## src/dmb_pkg.sv

```systemverilog
// Shared constants and types for the debug mailbox command framer.
// Assumes a single 50 MHz clock domain and a byte-wide mailbox link.
package dmb_pkg;

	// Register offsets on the local software port.
	localparam logic [7:0] OFF_CTRL     = 8'h00;
	localparam logic [7:0] OFF_STAT     = 8'h04;
	localparam logic [7:0] OFF_CMD      = 8'h08;
	localparam logic [7:0] OFF_RSP_HDR  = 8'h0C;
	localparam logic [7:0] OFF_CRYPTO   = 8'h10;
	localparam logic [1:0] WIN_PARAM    = 2'h1;
	localparam logic [1:0] WIN_RSP_DATA = 2'h2;

	// Control and status field positions.
	localparam int CTRL_SEND_BIT   = 0;
	localparam int CTRL_VENDOR_BIT = 1;
	localparam int STAT_VENDOR_BIT = 4;
	localparam int STAT_AUTO_BIT   = 5;
	localparam int STAT_OVF_BIT    = 6;
	localparam int STAT_PEND_BIT   = 8;
	localparam int CRY_VENDOR_BIT  = 16;
	localparam int CRY_KNOWN_BIT   = 17;

	// Reset values.
	localparam logic        RST_VENDOR_EN = 1'b0;
	localparam logic [15:0] RST_RSP_WORD  = 16'h0000;

	// Command space.
	localparam int          CMD_VENDOR_BIT = 15;
	localparam logic [15:0] CMD_FIRST_STD  = 16'h0001;
	localparam logic [15:0] CMD_LAST_STD   = 16'h0005;
	localparam logic [15:0] STATUS_INVALID = 16'h7FFF;

	// Cryptosystem identifiers.
	localparam int          CRY_ID_VENDOR_BIT = 7;
	localparam logic [7:0]  CRY_LAST_STD      = 8'h09;
	localparam logic [7:0]  CRY_VENDOR_START  = 8'h80;

	// Public key type; the code equals the cryptosystem identifier.
	typedef enum logic [3:0] {
		KEY_NONE    = 4'h0,
		KEY_P256    = 4'h1,
		KEY_P521    = 4'h2,
		KEY_RSA3072 = 4'h3,
		KEY_RSA4096 = 4'h4,
		KEY_ED25519 = 4'h5,
		KEY_ED448   = 4'h6,
		KEY_SM2     = 4'h7,
		KEY_CMAC    = 4'h8,
		KEY_HMAC    = 4'h9
	} dmb_key_t;

	// Signature method bound to each key type.
	typedef enum logic [3:0] {
		SIG_NONE           = 4'h0,
		SIG_ECDSA_SHA256   = 4'h1,
		SIG_ECDSA_SHA512   = 4'h2,
		SIG_PSS_SHA256     = 4'h3,
		SIG_EDDSA_SHA512   = 4'h4,
		SIG_EDDSA_SHAKE256 = 4'h5,
		SIG_SM2_SM3        = 4'h6,
		SIG_CMAC_AES       = 4'h7,
		SIG_HMAC_SHA256    = 4'h8
	} dmb_sig_t;

	// Framer states.
	typedef enum logic [2:0] {
		ST_IDLE    = 3'b000,
		ST_PARAM   = 3'b001,
		ST_PENDING = 3'b010,
		ST_TX_HDR  = 3'b011,
		ST_TX_DATA = 3'b100
	} dmb_state_t;

endpackage : dmb_pkg

```

## src/dmb_crypto_dec.sv

```systemverilog
// Cryptosystem identifier decoder for the debug mailbox framer.
// Purely combinational; the instantiating module registers what it reads.
`timescale 1ns/1ns
module dmb_crypto_dec
(
	input  wire logic [7:0]        i_id,
	output dmb_pkg::dmb_key_t      o_key,
	output dmb_pkg::dmb_sig_t      o_sig,
	output logic                   o_known,
	output logic                   o_vendor
);

	// Vendor codes are flagged by the top bit and never map to a standard pair.
	always_comb
	begin
		o_vendor = i_id[dmb_pkg::CRY_ID_VENDOR_BIT];  // RQ1
		o_known  = 1'b1;
		o_key    = dmb_pkg::KEY_NONE;
		o_sig    = dmb_pkg::SIG_NONE;
		// One table gives both key and signature, so neither can disagree.
		case (i_id)  // RQ2 RQ3
			8'h01:   begin o_key = dmb_pkg::KEY_P256;    o_sig = dmb_pkg::SIG_ECDSA_SHA256;   end
			8'h02:   begin o_key = dmb_pkg::KEY_P521;    o_sig = dmb_pkg::SIG_ECDSA_SHA512;   end
			8'h03:   begin o_key = dmb_pkg::KEY_RSA3072; o_sig = dmb_pkg::SIG_PSS_SHA256;     end
			8'h04:   begin o_key = dmb_pkg::KEY_RSA4096; o_sig = dmb_pkg::SIG_PSS_SHA256;     end
			8'h05:   begin o_key = dmb_pkg::KEY_ED25519; o_sig = dmb_pkg::SIG_EDDSA_SHA512;   end
			8'h06:   begin o_key = dmb_pkg::KEY_ED448;   o_sig = dmb_pkg::SIG_EDDSA_SHAKE256; end
			8'h07:   begin o_key = dmb_pkg::KEY_SM2;     o_sig = dmb_pkg::SIG_SM2_SM3;        end
			8'h08:   begin o_key = dmb_pkg::KEY_CMAC;    o_sig = dmb_pkg::SIG_CMAC_AES;       end
			8'h09:   begin o_key = dmb_pkg::KEY_HMAC;    o_sig = dmb_pkg::SIG_HMAC_SHA256;    end
			default: o_known = 1'b0;
		endcase
	end

endmodule : dmb_crypto_dec

```

## src/dmb_framer.sv

```systemverilog
// Contract
// [RQ1] Cryptosystem ids are 8 bits; top bit means vendor.
// [RQ2] Codes 0x01..0x09 decode to the nine cryptosystems.
// [RQ3] Each key type has exactly one signature method.
// [RQ4] Packets are whole 32-bit words, bytes low first.
// [RQ5] Request header: command in bytes 0-1, count 2-3.
// [RQ6] Count gives parameter words; zero means header only.
// [RQ7] Command bit 15 marks a vendor command.
// [RQ8] Response header: status bytes 0-1, count 2-3, data.
// [RQ9] Reply answers latest request, no echo or sequence.
// [RQ10] Host requests only while idle.
// [RQ11] Response sent only while awaiting the reply.
// [RQ12] No other packet between request and response.
// [RQ13] Full response sent returns the protocol to idle.
// [RQ14] Target never sends unsolicited packets.
// [RQ15] No error correction, flow control or multiple commands.
// [RQ16] Unknown command answers status 0x7FFF, zero words.
// [RQ17] Read all declared parameter words before pending.
//
// Target-side framer: byte mailbox link towards the host, register port towards firmware.
// Assumes the link layer delivers bytes in order and error free.
`timescale 1ns/1ns
module dmb_framer
#(
	parameter int DEPTH = 4
)
(
	input  wire logic        i_clk,
	input  wire logic        i_arst_n,
	input  wire logic        i_rx_valid,
	input  wire logic [7:0]  i_rx_byte,
	output logic             o_rx_ready,
	output logic             o_tx_valid,
	output logic [7:0]       o_tx_byte,
	input  wire logic        i_tx_ready,
	input  wire logic [7:0]  i_addr,
	input  wire logic [31:0] i_wdata,
	input  wire logic        i_wr,
	input  wire logic        i_rd,
	output logic [31:0]      o_rdata,
	output logic             o_pending
);

	localparam int IW = $clog2(DEPTH);

	// Buffer depth must fit the 16-word address windows; refused at elaboration.
	if (DEPTH < 2 || DEPTH > 16)
	begin : g_depth_check
		$error("dmb_framer: DEPTH must be 2 to 16");
	end

	typedef struct packed {
		dmb_pkg::dmb_state_t   st;
		logic [1:0]            bidx;
		logic [31:0]           acc;
		logic [15:0]           cmd;
		logic [15:0]           cnt;
		logic [15:0]           widx;
		logic [DEPTH-1:0][31:0] param;
		logic [15:0]           rsp_status;
		logic [15:0]           rsp_cnt;
		logic [DEPTH-1:0][31:0] rsp;
		logic [31:0]           txw;
		logic                  vendor_en;
		logic                  auto;
		logic                  ovf;
		logic [7:0]            crypto_id;
		logic [31:0]           rdata;
	} dmb_regs_t;

	dmb_regs_t s_ff;
	dmb_regs_t nxt_s;

	dmb_pkg::dmb_key_t cry_key;
	dmb_pkg::dmb_sig_t cry_sig;
	logic              cry_known;
	logic              cry_vendor;
	logic              rx_take;
	logic              tx_take;
	logic [31:0]       rx_word;
	logic              ovf_set;

	// Standard ids are recognised; vendor ids only when firmware enables them.
	function automatic logic cmd_known(input logic [15:0] c, input logic ven);
		if (c[dmb_pkg::CMD_VENDOR_BIT])  // RQ7
			cmd_known = ven;
		else
			cmd_known = (c >= dmb_pkg::CMD_FIRST_STD) && (c <= dmb_pkg::CMD_LAST_STD);
	endfunction : cmd_known

	// Buffered word at a 16-bit index; words beyond the buffer read as zero.
	function automatic logic [31:0] pick(input logic [DEPTH-1:0][31:0] buf_w,
		input logic [15:0] idx);
		pick = 32'h0000_0000;
		if (idx < 16'(DEPTH))
			pick = buf_w[idx[IW-1:0]];
	endfunction : pick

	dmb_crypto_dec u_dec
	(
		.i_id     (s_ff.crypto_id),
		.o_key    (cry_key),
		.o_sig    (cry_sig),
		.o_known  (cry_known),
		.o_vendor (cry_vendor)
	);

	// Link handshakes: receive only outside the pending exchange, send only inside it.
	assign o_rx_ready = (s_ff.st == dmb_pkg::ST_IDLE) || (s_ff.st == dmb_pkg::ST_PARAM);  // RQ12
	assign o_tx_valid = (s_ff.st == dmb_pkg::ST_TX_HDR) || (s_ff.st == dmb_pkg::ST_TX_DATA);  // RQ11 RQ14
	assign o_tx_byte  = s_ff.txw[7:0];  // RQ4
	assign o_rdata    = s_ff.rdata;
	assign o_pending  = (s_ff.st != dmb_pkg::ST_IDLE) && (s_ff.st != dmb_pkg::ST_PARAM);
	assign rx_take    = i_rx_valid && o_rx_ready;
	assign tx_take    = o_tx_valid && i_tx_ready;
	assign rx_word    = {i_rx_byte, s_ff.acc[31:8]};

	// A parameter word beyond the buffer raises the overflow flag in this cycle.
	assign ovf_set    = (s_ff.st == dmb_pkg::ST_PARAM) && rx_take && (s_ff.bidx == 2'h3) &&
		(s_ff.widx >= 16'(DEPTH));

	// Next-state logic for framing, sequencing and the register port.
	always_comb
	begin
		nxt_s = s_ff;
		// Bytes shift in from the top so that byte 0 ends in bits 7:0.
		if (rx_take)
		begin
			nxt_s.acc  = rx_word;  // RQ4
			nxt_s.bidx = s_ff.bidx + 2'h1;
		end
		case (s_ff.st)
			dmb_pkg::ST_IDLE:
			begin
				if (rx_take && s_ff.bidx == 2'h3)
				begin
					nxt_s.cmd  = rx_word[15:0];  // RQ5
					nxt_s.cnt  = rx_word[31:16];
					nxt_s.widx = 16'h0000;
					nxt_s.auto = !cmd_known(rx_word[15:0], s_ff.vendor_en);
					if (rx_word[31:16] != 16'h0000)
						nxt_s.st = dmb_pkg::ST_PARAM;  // RQ6
					else if (!cmd_known(rx_word[15:0], s_ff.vendor_en))
					begin
						nxt_s.st  = dmb_pkg::ST_TX_HDR;  // RQ16
						nxt_s.txw = {16'h0000, dmb_pkg::STATUS_INVALID};
					end
					else
						nxt_s.st = dmb_pkg::ST_PENDING;
				end
			end
			dmb_pkg::ST_PARAM:
			begin
				// Every declared word is taken; the surplus sets the overflow flag, not stored.
				if (rx_take && s_ff.bidx == 2'h3)
				begin
					if (s_ff.widx < 16'(DEPTH))
						nxt_s.param[s_ff.widx[IW-1:0]] = rx_word;
					else
						nxt_s.ovf = 1'b1;
					nxt_s.widx = s_ff.widx + 16'h0001;
					if (s_ff.widx + 16'h0001 == s_ff.cnt)  // RQ17
					begin
						if (s_ff.auto)
						begin
							nxt_s.st  = dmb_pkg::ST_TX_HDR;  // RQ16
							nxt_s.txw = {16'h0000, dmb_pkg::STATUS_INVALID};
						end
						else
							nxt_s.st = dmb_pkg::ST_PENDING;
					end
				end
			end
			dmb_pkg::ST_PENDING:
			begin
				// Firmware answers the request now held; nothing else can be queued.
				if (i_wr && i_addr == dmb_pkg::OFF_CTRL && i_wdata[dmb_pkg::CTRL_SEND_BIT])
				begin
					nxt_s.st  = dmb_pkg::ST_TX_HDR;  // RQ9 RQ11
					nxt_s.txw = {s_ff.rsp_cnt, s_ff.rsp_status};  // RQ8
				end
			end
			dmb_pkg::ST_TX_HDR,
			dmb_pkg::ST_TX_DATA:
			begin
				if (tx_take)
				begin
					nxt_s.txw  = {8'h00, s_ff.txw[31:8]};
					nxt_s.bidx = s_ff.bidx + 2'h1;
					if (s_ff.bidx == 2'h3)
					begin
						nxt_s.widx = (s_ff.st == dmb_pkg::ST_TX_HDR) ? 16'h0000 :
							s_ff.widx + 16'h0001;
						// The shift word has lost the count by now, so the held header decides.
						if ((s_ff.st == dmb_pkg::ST_TX_HDR &&
							(s_ff.auto || s_ff.rsp_cnt == 16'h0000)) ||
							(s_ff.st == dmb_pkg::ST_TX_DATA &&
							s_ff.widx + 16'h0001 == s_ff.rsp_cnt))
							nxt_s.st = dmb_pkg::ST_IDLE;  // RQ13
						else
						begin
							nxt_s.st  = dmb_pkg::ST_TX_DATA;  // RQ8
							nxt_s.txw = pick(s_ff.rsp, nxt_s.widx);
						end
					end
				end
			end
			default:
				nxt_s.st = dmb_pkg::ST_IDLE;
		endcase

		// Software writes; the hardware set of the overflow flag wins over its clear.
		if (i_wr)
		begin
			case (i_addr)
				dmb_pkg::OFF_CTRL:    nxt_s.vendor_en = i_wdata[dmb_pkg::CTRL_VENDOR_BIT];
				dmb_pkg::OFF_STAT:
					if (i_wdata[dmb_pkg::STAT_OVF_BIT] && !ovf_set)
						nxt_s.ovf = 1'b0;
				dmb_pkg::OFF_RSP_HDR:
				begin
					nxt_s.rsp_status = i_wdata[15:0];
					nxt_s.rsp_cnt    = i_wdata[31:16];
				end
				dmb_pkg::OFF_CRYPTO:  nxt_s.crypto_id = i_wdata[7:0];
				default:
					if (i_addr[7:6] == dmb_pkg::WIN_RSP_DATA && 32'(i_addr[5:2]) < DEPTH)
						nxt_s.rsp[i_addr[IW+1:2]] = i_wdata;
			endcase
		end

		// Read data stands only in the cycle after the strobe.
		nxt_s.rdata = 32'h0000_0000;
		if (i_rd)
		begin
			case (i_addr)
				dmb_pkg::OFF_CTRL:    nxt_s.rdata[dmb_pkg::CTRL_VENDOR_BIT] = s_ff.vendor_en;
				dmb_pkg::OFF_STAT:
				begin
					nxt_s.rdata[2:0]                     = s_ff.st;
					nxt_s.rdata[dmb_pkg::STAT_VENDOR_BIT] = s_ff.cmd[dmb_pkg::CMD_VENDOR_BIT];  // RQ7
					nxt_s.rdata[dmb_pkg::STAT_AUTO_BIT]  = s_ff.auto;
					nxt_s.rdata[dmb_pkg::STAT_OVF_BIT]   = s_ff.ovf;
					nxt_s.rdata[dmb_pkg::STAT_PEND_BIT]  = o_pending;
				end
				dmb_pkg::OFF_CMD:     nxt_s.rdata = {s_ff.cnt, s_ff.cmd};
				dmb_pkg::OFF_RSP_HDR: nxt_s.rdata = {s_ff.rsp_cnt, s_ff.rsp_status};
				dmb_pkg::OFF_CRYPTO:
				begin
					nxt_s.rdata[7:0]                    = s_ff.crypto_id;  // RQ1 RQ2 RQ3
					nxt_s.rdata[11:8]                   = cry_key;
					nxt_s.rdata[15:12]                  = cry_sig;
					nxt_s.rdata[dmb_pkg::CRY_VENDOR_BIT] = cry_vendor;
					nxt_s.rdata[dmb_pkg::CRY_KNOWN_BIT]  = cry_known;
				end
				default:
					if (i_addr[7:6] == dmb_pkg::WIN_PARAM && 32'(i_addr[5:2]) < DEPTH)
						nxt_s.rdata = s_ff.param[i_addr[IW+1:2]];
					else if (i_addr[7:6] == dmb_pkg::WIN_RSP_DATA && 32'(i_addr[5:2]) < DEPTH)
						nxt_s.rdata = s_ff.rsp[i_addr[IW+1:2]];
			endcase
		end
	end

	// State register; correction and flow control are left to the link.
	always_ff @(posedge i_clk or negedge i_arst_n)  // RQ15
	begin
		if (!i_arst_n)
		begin
			s_ff            <= '0;
			s_ff.st         <= dmb_pkg::ST_IDLE;
			s_ff.vendor_en  <= dmb_pkg::RST_VENDOR_EN;
			s_ff.rsp_status <= dmb_pkg::RST_RSP_WORD;
			s_ff.rsp_cnt    <= dmb_pkg::RST_RSP_WORD;
		end
		else
			s_ff <= nxt_s;
	end

	// The link never carries both directions at once.
	AST_NO_OVERLAP: assert property (@(posedge i_clk) disable iff (!i_arst_n)  // RQ12
		!(o_rx_ready && o_tx_valid))
		else $error("receive and transmit enabled together");

	// A send can only begin out of the pending state or an auto reply.
	AST_TX_SOLICITED: assert property (@(posedge i_clk) disable iff (!i_arst_n)  // RQ14
		$rose(o_tx_valid) |-> $past(s_ff.st) != dmb_pkg::ST_IDLE || $past(rx_take))
		else $error("transmission started without a request");

	// Firmware send from pending starts the header with its own status.
	AST_SEND_HDR: assert property (@(posedge i_clk) disable iff (!i_arst_n)  // RQ8 RQ11
		(s_ff.st == dmb_pkg::ST_PENDING && i_wr && i_addr == dmb_pkg::OFF_CTRL &&
		i_wdata[0]) |=> o_tx_valid && o_tx_byte == s_ff.rsp_status[7:0])
		else $error("response header does not start with status low byte");

	// A header-only unknown command is answered FF 7F 00 00.
	AST_UNKNOWN_REPLY: assert property (@(posedge i_clk) disable iff (!i_arst_n)  // RQ16
		(s_ff.st == dmb_pkg::ST_IDLE && rx_take && s_ff.bidx == 2'h3 &&
		rx_word[31:16] == 16'h0000 && !cmd_known(rx_word[15:0], s_ff.vendor_en))
		|=> s_ff.txw == 32'h0000_7FFF && o_tx_valid)
		else $error("unknown command not answered with invalid status");

	// The header fields land in the command register in byte order.
	AST_HDR_FIELDS: assert property (@(posedge i_clk) disable iff (!i_arst_n)  // RQ5
		(s_ff.st == dmb_pkg::ST_IDLE && rx_take && s_ff.bidx == 2'h3)
		|=> s_ff.cmd == {$past(s_ff.acc[23:16]), $past(s_ff.acc[15:8])} &&
		s_ff.cnt[15:8] == $past(i_rx_byte))
		else $error("request header fields misplaced");

	// The last declared parameter word ends reception.
	AST_PARAM_END: assert property (@(posedge i_clk) disable iff (!i_arst_n)  // RQ17 RQ6
		(s_ff.st == dmb_pkg::ST_PARAM && rx_take && s_ff.bidx == 2'h3 &&
		s_ff.widx + 16'h0001 == s_ff.cnt) |=> !o_rx_ready)
		else $error("reception continued past declared count");

	// A header-only reply returns to idle after four bytes.
	AST_BACK_IDLE: assert property (@(posedge i_clk) disable iff (!i_arst_n)  // RQ13
		(s_ff.st == dmb_pkg::ST_TX_HDR && tx_take && s_ff.bidx == 2'h3 &&
		(s_ff.auto || s_ff.rsp_cnt == 16'h0000)) |=> s_ff.st == dmb_pkg::ST_IDLE && o_rx_ready)
		else $error("exchange did not return to idle");

	// Vendor cryptosystem ids never decode as standard ones.
	AST_CRY_VENDOR: assert property (@(posedge i_clk) disable iff (!i_arst_n)  // RQ1
		s_ff.crypto_id >= dmb_pkg::CRY_VENDOR_START |-> cry_vendor && !cry_known)
		else $error("vendor cryptosystem decoded as standard");

	// Standard codes decode to a key whose code matches the id.
	AST_CRY_STD: assert property (@(posedge i_clk) disable iff (!i_arst_n)  // RQ2 RQ3
		(s_ff.crypto_id != 8'h00 && s_ff.crypto_id <= dmb_pkg::CRY_LAST_STD) |->
		cry_known && cry_key == s_ff.crypto_id[3:0] && cry_sig != dmb_pkg::SIG_NONE)
		else $error("standard cryptosystem decoded wrongly");

	// Status read reports the vendor bit of the held command.
	AST_VENDOR_FLAG: assert property (@(posedge i_clk) disable iff (!i_arst_n)  // RQ7
		(i_rd && i_addr == dmb_pkg::OFF_STAT) |=> o_rdata[4] == $past(s_ff.cmd[15]))
		else $error("vendor command flag wrong");

	// A firmware reply with data words goes on past its header.
	AST_TX_DATA: assert property (@(posedge i_clk) disable iff (!i_arst_n)  // RQ8
		(s_ff.st == dmb_pkg::ST_TX_HDR && !s_ff.auto &&
		s_ff.rsp_cnt != 16'h0000 && tx_take && s_ff.bidx == 2'h3)
		|=> s_ff.st == dmb_pkg::ST_TX_DATA)
		else $error("reply data words dropped after header");

	// A surplus parameter word always leaves the overflow flag set.
	AST_OVF_SET: assert property (@(posedge i_clk) disable iff (!i_arst_n)  // RQ17
		ovf_set |=> s_ff.ovf)
		else $error("overflow flag lost on a surplus word");

	// A reply byte stands unchanged until the host takes it.
	AST_TX_HOLD: assert property (@(posedge i_clk) disable iff (!i_arst_n)  // RQ8
		(o_tx_valid && !i_tx_ready) |=> o_tx_valid && $stable(o_tx_byte))
		else $error("reply byte changed before it was taken");

endmodule : dmb_framer

```

## config.mk

```make
export PLATFORM = sky130hd
export DESIGN_NAME = dmb_framer
export DESIGN_NICKNAME = d
export VERILOG_FILES = /design/src/dmb_pkg.sv /design/src/dmb_crypto_dec.sv /design/src/dmb_framer.sv
export SDC_FILE = /design/constraint.sdc
export NUM_CORES = 1
export LEC_CHECK = 0
export BUFFER_PORTS_ARGS = -buffer_cell sky130_fd_sc_hd__buf_2
export CORE_ASPECT_RATIO = 1.2
export CORE_MARGIN = 5
export CORE_UTILIZATION = 25
export DETAILED_ROUTE_END_ITERATION = 10
export PLACE_DENSITY = 0.47
export SLEW_MARGIN = 20
export SYNTH_ARGS = -nofsm -noshare
export SYNTH_HDL_FRONTEND = slang
export SYNTH_SLANG_ARGS = --single-unit
```

## constraint.sdc

```tcl
create_clock -name i_clk -period 4.1 [get_ports i_clk]
set_input_delay 0 -clock i_clk [delete_from_list [all_inputs] [get_ports i_clk]]
set_output_delay 0 -clock i_clk [all_outputs]
set_load 0.01 [all_outputs]
```

# Yosys cells after proc, flatten, opt, wreduce, memory -nomap -nowiden
# Index checks and enable logic that the tools add are counted.
# totals
reg_bits	448
in_bits	54
out_inout_bits	43
elab_cells	185
# op_classes
n_addsub	2
magnitude_cmp	11
eq_ne	32
mux	72
bitwise_logic	1
reduce_logical	45
# ops
cell	count
$mux W32	19
$bwmux W128	2
$bmux W32 S2	3
$mux W144	1
$demux W32 S2	2
$mux W128	1
$pmux W32 S4	1
$mux W16	4
$pmux W16 S3	1
$pmux W14 S3	1
$eq A8 B3 Y1 const B	5
$pmux W4 S9	1
$pmux W9 S4	1
$mux W34	1
$eq A16 B16 Y1	2
$eq A8 B4 Y1 const B	4
$lt A16 B3 Y1 const B	2
$pmux W4 S8	1
$mux W3	7
$pmux W1 S5	4
$logic_and A1 B1 Y1	17
$add A16 B1 Y16 const B	1
$eq A8 B2 Y1 const B	2
$ge A16 B1 Y1 const B	1
42 further kinds	79

# Logic depth before layout (Yosys ltp)
# Gate-level depths: netlist (run 1).
# logic_depth
word_depth	11
ltp_mapped	15
ltp_nobuf	10

# By module
# Synthesis (run 1) repeated with hierarchy kept, for this count alone.
# hier_totals
hier_cells	1896
area_unflattened_um2	22800.6
# by_module_without_submodules
mod	n_inst	cells_each	area_each_um2	seq_area_each_um2
dmb_framer	1	1870	22654.2	11010.6
dmb_crypto_dec	1	26	146.4	0.0

# Least setup slack after synthesis (run 1)
# OpenSTA, ideal clock, no wires.
# synth_timing
kind	reg2reg
startpoint	register s_ff[363] (netlist bit)
endpoint	register s_ff[71] (netlist bit)
setup_ns	0.124
arrival_time_ns	3.074
required_ns	3.976
setup_slack_ns	0.902
stages_incl_launch_ff	15
path_buffers	5
period_less_slack_ns	3.198
path_cell_list	dfrtp_1 buf_2 inv_1 clkbuf_1 ha_1 clkbuf_1 xnor2_1 o311ai_0 a2111oi_0 and3_1 a41o_1 buf_4 nand2_4 buf_6 a211o_1
# synth_via
elab_chain_len	9
elab_cells_between_ends	16
cone_classes	add/sub: 1; order compare: 1; eq/ne: 3; mux: 8; reduce/logical: 3
# synth_rtl
element	line	source
from (decl)	dmb_framer.sv:71	dmb_regs_t s_ff;
from (signal assigned)	dmb_framer.sv:277	s_ff <= nxt_s;
$add A16 B1 Y16 *	dmb_framer.sv:162, dmb_framer.sv:193, dmb_framer.sv:198	
branches (longest 8 deep; another with $lt A16 B3 Y1)	-	
# Mark *: on every way between the ends. The select of a mux whose other input is x is not followed.
# A chain may end at the register's enable or synchronous reset.

# Worst setup path after layout (run 1)
# layout_timing
startpoint	register s_ff[372] (netlist bit)
endpoint	register s_ff[51] (netlist bit)
# layout_via
elab_chain_len	8
elab_cells_between_ends	14
cone_classes	add/sub: 1; order compare: 1; eq/ne: 3; mux: 6; reduce/logical: 3
# layout_rtl
element	line	source
$add A16 B1 Y16 *	dmb_framer.sv:162, dmb_framer.sv:193, dmb_framer.sv:198	
$mux W16 / $eq A16 B16 Y1 (equally long branches)	dmb_framer.sv:192, dmb_framer.sv:198	
$lt A16 B3 Y1 / $logic_and A1 B1 Y1 (equally long branches)	dmb_framer.sv:95, dmb_framer.sv:197	
$mux W32 / $logic_or A1 B1 Y1 (equally long branches)	dmb_framer.sv:95, dmb_framer.sv:196	
$mux W32	dmb_framer.sv:195	if ((s_ff.st == dmb_pkg::ST_TX_HDR &&
$mux W32	dmb_framer.sv:190	if (s_ff.bidx == 2'h3)
$mux W32	dmb_framer.sv:186	if (tx_take)
$pmux W32 S4	dmb_framer.sv:132	case (s_ff.st)
# Mark *: on every way between the ends. The rest lies on a longest branch, timed or not. The select of a mux whose other input is x is not followed.

==> flow_summary.json, run 1 <==
{
  "clockBufferDepth": 3,
  "antenna_found_initial": 6,
  "synth_area_um2": 22780,
  "outcome": "completed",
  "end_kind": "register",
  "p_leak_nw": 11.81,
  "p_per_area_nw_per_um2": 478.9,
  "worstPathArrival_ns": 4.20,
  "first_pass_iters": 5,
  "antenna_cells": 0,
  "final_core_util_pct": 29.41,
  "critical_path.startpoint_type": "register",
  "grt_pass1_vias": 17020,
  "clock_latency_ns": 0.62,
  "globalRouteMet1Util_pct": 21.36,
  "wire_per_inst_um": 24.82,
  "placedCellCount": 3042,
  "max_cap_viol_count": 0,
  "seq_area_frac_synth_pct": 48.33,
  "tightest_slew_ns": 1.032,
  "drc": 0,
  "grt_pass1_wl_mm": 118.1,
  "start_util_pct": 25.17,
  "syn_nets": 1965,
  "num_vias": 16530,
  "setup_viol": 0,
  "period_share_pct": 89.30,
  "post_cts_buffers": 0,
  "worst_slack_ns": 0.4388,
  "instances_no_fill": 3184,
  "peakVddDrop_mv": 0.3498,
  "grt_usage_pct": 15.95,
  "cts_buffers": 53,
  "synth_ff_type": "dfrtp_1",
  "cts_tree": "yes",
  "use_met2_pct": 27.10,
  "fp.dieH_um": 340.7,
  "ys_warn_count": 0,
  "gr-total-overflow": 0,
  "synth_edf_count": 0,
  "cts_htree_levels": 2,
  "synth_top_cell_by_area": "dfrtp_1",
  "routed_via_density": 5.191,
  "die_w_um": 285.6,
  "required_ns": 4.64,
  "gp_congestion": 0.8630,
  "min_path_type": "in2reg",
  "detailed_place_hpwl_mm": 54.47,
  "synth.most_common_cell": "dfrtp_1",
  "synth.top_cell.area_share_pct": 48.33,
  "finClkSkew_ns": 0.02565,
  "drt-total-wl_mm": 79.03,
  "rows": 121,
  "rsz0062_at_grt": "no",
  "synth_cell_types": 72,
  "ios": 97,
  "fin_tns_setup_ns": 0,
  "cts_sinks": 440,
  "fmax_mhz": 273.1,
  "synth-seq-cells": 440,
  "synth_top_cells_by_area": "dfrtp_1 48%, mux2_2 17%, mux4_2 6.3%",
  "synthArstFlopShare_pct": 100.0,
  "min_period_ns": 3.661,
  "cts_root_buf": "clkbuf_16",
  "drtAntennaViolNets": 0,
  "fp.dieArea_um2": 97300,
  "use_met3_pct": 2.171,
  "synth.avg_cell_area_um2": 11.95,
  "path_max_fanout": 15,
  "slew_headroom_pct": 31.03,
  "critPathKind": "reg2reg",
  "grt_max_degree": 125,
  "pre_cts_slack_ns": 0.4394,
  "clkSlewWorstSetupHoldPaths_ns": 0.06,
  "io_buffers": 96,
  "coreArea_um2": 90530,
  "hold_viol": 0,
  "syn2layout_area_growth_pct": 16.86,
  "synth_common_cells": "440 x dfrtp_1, 353 x mux2_2, 99 x o21ai_0, 98 x clkbuf_1, 93 x nand2_1",
  "dr.first_iter.drc_count": 1126,
  "drive_above_1_share_pct": 33.58,
  "slew_violations": 0,
  "grt.busiest_layer": "met2",
  "nets": 2034,
  "synth_cells": 1906
}
## path summary, 6_finish.rpt
check,from,endpoint,slack (ns),cells after the start
worst max-delay path,s_ff[372],s_ff[51],0.44,10
worst min-delay path,i_rx_valid,s_ff[446],0.08,4
worst max register to register,s_ff[372],s_ff[51],0.44,10
worst min register to register,s_ff[443],s_ff[443],0.49,1
max in group asynchronous,i_arst_n,s_ff[244],2.50,4
min in group asynchronous,i_arst_n,s_ff[291],0.47,3
## critical path, stage by stage, from the launching register on
cell,delay (ns)
dfrtp_1,0.67
nand4_4,0.34
or4_4,0.66
xnor2_1,0.18
a2111oi_0,0.66
nand4bb_1,0.21
buf_4,0.25
a21oi_1,0.15
buf_4,0.23
nand3b_1,0.12
nand4_1,0.11
## layer usage
metal,part of all wire [%],up-vias
met5,0.027,-
met4,2.9,4
met3,4.4,109
met2,49,460
met1,43,8700
li1,-,7256
## power breakdown
group | total (W) | internal (W) | switching [W]
Clock | 0.00476 | 0.00281 | 0.00195
Combinational | 0.00253 | 0.00125 | 0.00128
Sequential | 0.00546 | 0.00498 | 0.000475
## registers in the layout (all words and copies together), names as in the netlist
signal	count
rx_word	24
o_tx_byte	8
o_rdata	32
s_ff	376
## metrics by stage
step                power [W]  hold slack [ns]  area (µm²)
floorplan            0.007085          -0.2956       22780
global placement     0.007946          0.02557       24410
detailed placement   0.008061          0.03783       24410
CTS                   0.01294          0.01609       26630
global route          0.01333          0.08445       26630
finish                0.01275          0.07641       26630
## cell families (layout without fill, tap and decap cells)
logic type	count (synthesis)	in the layout	share of synthesized area, %
mux	464	464	25.84
flops	440	440	48.33
simple gates	394	394	9.149
compound gates	362	362	10.68
buf+inv	205	315	4.289
xor+xnor	36	36	1.444
fa+ha+maj	5	5	0.2746
## layout make-up
type,count,area (µm²)
Timing Repair Buffer,202,1476
Clock inverter,15,210.2
Inverter,17,63.81
Clock buffer,81,1551
Fill cell,9260,63910
Tap cell,1168,1461
Sequential cell,440,11010
Multi-Input combinational cell,1261,10850
## cells in the final DEF, fill, tap and decap left out, types with 16 or more instances in the layout
cell type        n
a21oi_1         70
dfrtp_1        440
nor3_1          19
dlygate4sd3_1   45
buf_4           56
inv_1           17
nand2_1         92
nand3b_1        16
clkbuf_1        16
nand3_1         54
buf_2           94
nor2_1          77
o21ai_0         99
or3_1           27
mux2i_1         47
nand4_1         24
a221oi_1        31
mux2_2         353
o221ai_1        20
xnor2_1         27
nor4_1          18
a21boi_0        20
clkbuf_16       53
a22oi_1         43
mux4_2          64
## timing repair
action | 4_1_cts | 5_1_grt
hold buffers | 46 | 0
gates resized for setup | 0 | 0
endpoints found under the setup margin | 0 | 0
endpoints found under the hold margin | 441 | 0
No activity file was read; power rests on OpenSTA's default activity.
==> run 2, diff against run 1 <==
--- a/config.mk
+++ b/config.mk
@@ -7,10 +7,10 @@
 export LEC_CHECK = 0
 export BUFFER_PORTS_ARGS = -buffer_cell sky130_fd_sc_hd__buf_2
 export CORE_ASPECT_RATIO = 1.2
-export CORE_MARGIN = 5
-export CORE_UTILIZATION = 25
+export CORE_MARGIN = 3
+export CORE_UTILIZATION = 55
 export DETAILED_ROUTE_END_ITERATION = 10
-export PLACE_DENSITY = 0.47
+export PLACE_DENSITY = 0.8
 export SLEW_MARGIN = 20
 export SYNTH_ARGS = -nofsm -noshare
 export SYNTH_HDL_FRONTEND = slang
==> flow_summary.json, run 2 (synthesized netlist as in run 1, its figures left out) <==
{
  "outcome": "completed",
  "postPlaceCellArea_um2": 23590,
  "antenna_found_initial": 1,
  "io_buffers": 96,
  "drt-total-wl_mm": 69.11,
  "fin_tns_setup_ns": 0,
  "clock_latency_ns": 0.57,
  "slew_violations": 0,
  "clockBufferDepth": 3,
  "end_kind": "register",
  "min_path_type": "in2reg",
  "drc": 0,
  "coreArea_um2": 40840,
  "slew_headroom_pct": 22.88,
  "finalInstanceArea_um2": 25730,
  "fillers": 3047,
  "max_cap_viol_count": 0,
  "grt_pass1_vias": 17410,
  "detailed_place_hpwl_mm": 46.33,
  "drive_above_1_share_pct": 33.73,
  "grt_usage_pct": 31.86,
  "required_ns": 4.52,
  "critical_path.startpoint_type": "register",
  "first_pass_iters": 6,
  "timing.hold.ws_ns": 0.04775,
  "drtAntennaViolNets": 0,
  "cts_sinks": 440,
  "finClkSkew_ns": 0.02091,
  "num_vias": 17050,
  "gp_congestion": 0.9916,
  "grt_max_degree": 158,
  "p_leak_nw": 11.77,
  "worstPathArrival_ns": 3.93,
  "most-common-layout-cells": "440 x dfrtp_1, 353 x mux2_2, 99 x o21ai_0",
  "path_max_fanout": 30,
  "cts_htree_levels": 2,
  "rsz0062_at_grt": "no",
  "worst_slack_ns": 0.5946,
  "regMostFlops": "s_ff",
  "period_share_pct": 85.50,
  "p_per_area_nw_per_um2": 488.6,
  "cts_tree": "yes",
  "routed_via_density": 6.711,
  "clkSlewWorstSetupHoldPaths_ns": 0.06,
  "largest_reg_flops": 376,
  "start_util_pct": 55.79,
  "nets": 2024,
  "tightest_slew_ns": 1.155,
  "die_w_um": 191.8,
  "cts_root_buf": "clkbuf_16",
  "rows": 81,
  "layout_commonest_cell": "dfrtp_1",
  "cts_resized": 0,
  "gr-total-overflow": 0,
  "peakVddDrop_mv": 0.4108,
  "fmax_mhz": 285.3,
  "ios": 97,
  "setup_viol": 0,
  "hold_viol": 0,
  "critPathKind": "reg2reg",
  "fp.dieH_um": 229.0,
  "fp.dieArea_um2": 43910,
  "power_w": 0.01257,
  "pre_cts_slack_ns": 0.6777,
  "syn2layout_area_growth_pct": 12.92,
  "dr.first_iter.drc_count": 1714,
  "cts_buffers": 45,
  "grt_pass1_wl_mm": 107.0,
  "wire_per_inst_um": 27.20,
  "min_period_ns": 3.505
}
==> run 2: cell count changes in the layout (fill, tap and decap cells not counted), sizes merged <==
| cell | before | now |
|---|---|---|
| buf | 157 | 155 |
| bufinv | 3 | 8 |
| clkinv | 5 | 8 |
| clkbuf | 81 | 62 |
| diode | 0 | 1 |
| clkinvlp | 3 | 1 |
==> run 2: worst paths after layout <==
| path | endpoint | slack [ns] | from | cells after the start |
|---|---|---|---|---|
| min in group asynchronous | s_ff[341] | 0.51 | i_arst_n | 3 |
| max reg2reg | s_ff[53] | 0.59 | s_ff[364] | 11 |
| min reg2reg | s_ff[443] | 0.48 | s_ff[443] | 1 |
| min | s_ff[443] | 0.05 | i_tx_ready | 4 |
| max | s_ff[53] | 0.59 | s_ff[364] | 11 |
| max in group asynchronous | s_ff[195] | 2.40 | i_arst_n | 4 |
==> run 2: stage by stage <==
step | utilization [%] | cells
2_1_floorplan | - | 1906
3_3_place_gp | 57.68 | 2411
3_5_place_dp | 57.75 | 2412
4_1_cts | 62.99 | 2540
5_1_grt | 62.99 | 2541
6_report | 62.99 | 2541
==> run 2: critical path: stages (launching register included) <==
cell and delay, ns:
dfrtp_1 0.52, ha_1 0.25, nand4_1 0.32, or4_4 0.57
a32oi_1 0.25, o211ai_1 0.11, nand4b_1 0.26, o21ai_2 0.20
buf_4 0.27, buf_4 0.32, nand3b_1 0.17, nand4_1 0.12
==> run 2: layout make-up <==
class / instances / area (µm²) / area share, %
multi-input cells: 1261 / 10840 / 42.14
repair buffers: 200 / 1446 / 5.622
clock buffers: 62 / 1363 / 5.296
well taps: 539 / 674.4 / 2.621
inverters: 17 / 63.81 / 0.2480
diodes: 1 / 2.502 / 0.009726
flip-flops and latches: 440 / 11010 / 42.80
clock inverters: 21 / 325.3 / 1.264
==> run 2: repair_timing <==
item	in CTS	in global routing
hold buffers	45	0
hold endpoints to repair	322	0
buffers inserted	0	0
==> run 2: layer usage <==
metal	vias to the layer above	routed length [µm]	track usage, %	part of all wire, %
li1	7218	-	-	-
met1	8788	26530	41.86	38
met2	836	33090	50.29	48
met3	211	4250	3.988	6.1
met4	0	5241	19.89	7.6
met5	-	0	0	0
==> run 2: power breakdown <==
| group | total [W] | switching [W] | internal (W) |
|---|---|---|---|
| clock network | 0.00461 | 0.00177 | 0.00284 |
| registers | 0.00547 | 0.000486 | 0.00498 |
| logic | 0.00250 | 0.00126 | 0.00124 |
| total | 0.0126 | 0.00351 | 0.00906 |
==> run 3, diff against run 2 <==
--- a/config.mk
+++ b/config.mk
@@ -5,12 +5,13 @@
 export SDC_FILE = /design/constraint.sdc
 export NUM_CORES = 1
 export LEC_CHECK = 0
+export ABC_AREA = 1
 export BUFFER_PORTS_ARGS = -buffer_cell sky130_fd_sc_hd__buf_2
 export CORE_ASPECT_RATIO = 1.2
-export CORE_MARGIN = 3
-export CORE_UTILIZATION = 55
+export CORE_MARGIN = 2
+export CORE_UTILIZATION = 35
 export DETAILED_ROUTE_END_ITERATION = 10
-export PLACE_DENSITY = 0.8
+export PLACE_DENSITY = 0.58
 export SLEW_MARGIN = 20
 export SYNTH_ARGS = -nofsm -noshare
 export SYNTH_HDL_FRONTEND = slang
==> flow_summary.json, run 3 <==
{
  "grt_pass1_wl_mm": 116.1,
  "p_leak_nw": 11.27,
  "ios": 97,
  "instances_no_fill": 3547,
  "gp_congestion": 0.9159,
  "synth_cell_types": 48,
  "rows": 99,
  "finClkSkew_ns": 0.02562,
  "critical_path.cell_chain": "inv_1 > nand3_1 > nand2_2 > inv_1 > buf_4 > nand2_1 > nand3_1 > a21boi_0 > nand4_1 > nand4_1 > nand3_1 > a21oi_1",
  "ys_warn_count": 0,
  "p_switching_w": 0.005673,
  "power_w": 0.01485,
  "synth_top_cell_by_area": "dfrtp_1",
  "synth_area_um2": 21670,
  "fmax_mhz": 294.7,
  "path_max_fanout": 18,
  "required_ns": 4.58,
  "synth.most_common_cell": "nand2_1",
  "rrSetupSlack_ns": 0.71,
  "synth_common_cells": "635 x nand2_1, 440 x dfrtp_1, 373 x o21ai_0, 240 x inv_1, 137 x clkbuf_1",
  "num_vias": 19710,
  "hold_viol": 0,
  "grt_max_degree": 131,
  "synth-seq-cells": 440,
  "clkSlewWorstSetupHoldPaths_ns": 0.06,
  "slew_violations": 0,
  "p_per_area_nw_per_um2": 603.2,
  "detailed_place_hpwl_mm": 50.16,
  "seq_power_share_pct": 40.2,
  "synthArstFlopShare_pct": 100.0,
  "p_clk_share_pct": 28.2,
  "antenna_found_initial": 0,
  "largest_reg_flops": 376,
  "p_comb_share_pct": 31.6,
  "drc": 0,
  "critPathKind": "reg2reg",
  "worstPathArrival_ns": 3.87,
  "io_buffers": 96,
  "cts_buffers": 45,
  "grt_pass1_vias": 19010,
  "gr-total-overflow": 0,
  "wire_per_inst_um": 21.03,
  "slowest_stage": "inv_1",
  "nets": 2763,
  "clockBufferDepth": 3,
  "outcome": "completed",
  "drive_above_1_share_pct": 9.164,
  "antenna_cells": 0,
  "drt-total-wl_mm": 74.59,
  "period_share_pct": 82.75,
  "intPower_w": 0.009176,
  "routed_via_density": 5.557,
  "end_kind": "register",
  "min_period_ns": 3.393,
  "syn_nets": 2726,
  "synth_cells": 2667,
  "worst_slack_ns": 0.7072,
  "timing.hold.ws_ns": 0.002576,
  "dr.first_iter.drc_count": 2256,
  "critical_path.startpoint_type": "register",
  "regMostFlops": "s_ff",
  "post_cts_buffers": 0,
  "synth.avg_cell_area_um2": 8.126,
  "cts_sinks": 440,
  "cts_resized": 0,
  "crit_path_frequent_cell": "nand3_1",
  "die_w_um": 231.2,
  "fp.dieH_um": 276.6,
  "max_cap_viol_count": 0,
  "fin_tns_setup_ns": 0,
  "clock_latency_ns": 0.58,
  "coreArea_um2": 61070,
  "synth_edf_count": 0,
  "most-common-layout-cells": "625 x nand2_1, 440 x dfrtp_1, 373 x o21ai_0",
  "seq_area_frac_synth_pct": 50.80,
  "cts_tree": "yes",
  "first_pass_iters": 6,
  "cpPeakStageDelay_ns": 0.65,
  "tightest_slew_ns": 1.019,
  "fp.dieArea_um2": 63940,
  "synth_ff_type": "dfrtp_1",
  "peakVddDrop_mv": 0.3377,
  "drtAntennaViolNets": 0,
  "slew_headroom_pct": 31.66,
  "placedCellCount": 3419,
  "start_util_pct": 35.49,
  "rsz0062_at_grt": "no",
  "synth_top_cells_by_area": "dfrtp_1 51%, nand2_1 11%, o21ai_0 8.6%",
  "min_path_type": "in2async",
  "cts_htree_levels": 2,
  "setup_viol": 0,
  "syn2layout_area_growth_pct": 13.58,
  "synth.top_cell.area_share_pct": 50.80,
  "pre_cts_slack_ns": 0.8277,
  "grt_usage_pct": 23.17,
  "cts_root_buf": "clkbuf_16",
  "netSwitchingFraction_pct": 38.21,
  "layout_commonest_cell": "nand2_1"
}
run 3: changes by cell type in the layout (fill, tap and decap cells not counted), moves of 74 or more:
cell / previous run / this run
mux2_2: 353 / 1
nor3_1: 19 / 93
o22ai_1: 2 / 122
nand2_1: 93 / 625
o21ai_0: 99 / 373
inv_1: 17 / 240
run 3: logic make-up after synthesis:
kind of cell	Yosys count	synth area share (%)
multiplexers	2	0.09814
buffers and inverters	449	8.671
AND/OR/NAND/NOR	1043	20.62
XOR/XNOR	7	0.2829
adder cells (fa/ha/maj)	5	0.2887
AO/OA/AOI/OAI	721	19.24
flip-flops	440	50.80
run 3: through the flow:
step | cell area (µm²) | util (%)
final | 24620 | 40.31
after global placement | 22670 | 37.13
after floorplan | 21670 | -
after CTS | 24620 | 40.31
after detailed placement | 22670 | 37.13
after global routing | 24620 | 40.31
run 3: worst paths after layout:
kind	start	to	cells after the start
min in group i_clk	i_addr[5]	o_rdata[2]	6
max in group asynchronous	i_arst_n	s_ff[274]	3
worst max register to register	s_ff[447]	s_ff[61]	12
worst min-delay path	i_arst_n	s_ff[295]	2
worst min register to register	s_ff[443]	s_ff[443]	1
worst max-delay path	s_ff[447]	s_ff[61]	12
run 3: critical path, delay by kind of cell (launching register included):
family                 cells  cell delay, ns
and+or+nand+nor            7            1.18
DFF                        1            0.51
buffers and inverters      3            1.22
AOI/OAI and AO/OA          2            0.38
run 3: cell type report:
cell class	instances	area, µm²
clock buffers	66	1346
well taps	808	1011
inverters	248	930.9
clock inverters	16	137.6
fillers	6147	36450
multi-input cells	1778	8823
repair buffers	191	1356
flip-flops and latches	440	11010
run 3: power groups by stage:
stage	Combinational [W]	Sequential, W	Clock, W
3_5_place_dp	0.00460	0.00602	0
3_3_place_gp	0.00454	0.00599	0
4_1_cts	0.00466	0.00595	0.00424
6_report	0.00469	0.00597	0.00419
5_1_grt	0.00524	0.00607	0.00442
2_1_floorplan	0.00327	0.00578	0
run 3: layer usage:
metal	up-vias	wire length (µm)	track usage, %
li1	9113	-	-
met1	9694	31800	31.67
met2	759	35580	38.06
met3	145	4885	2.749
met4	0	2332	7.775
met5	-	0	0
run 3: repair_timing:
item | CTS | global route
hold buffers | 46 | 0
hold endpoints to repair | 303 | 0
setup endpoints to repair | 0 | 0
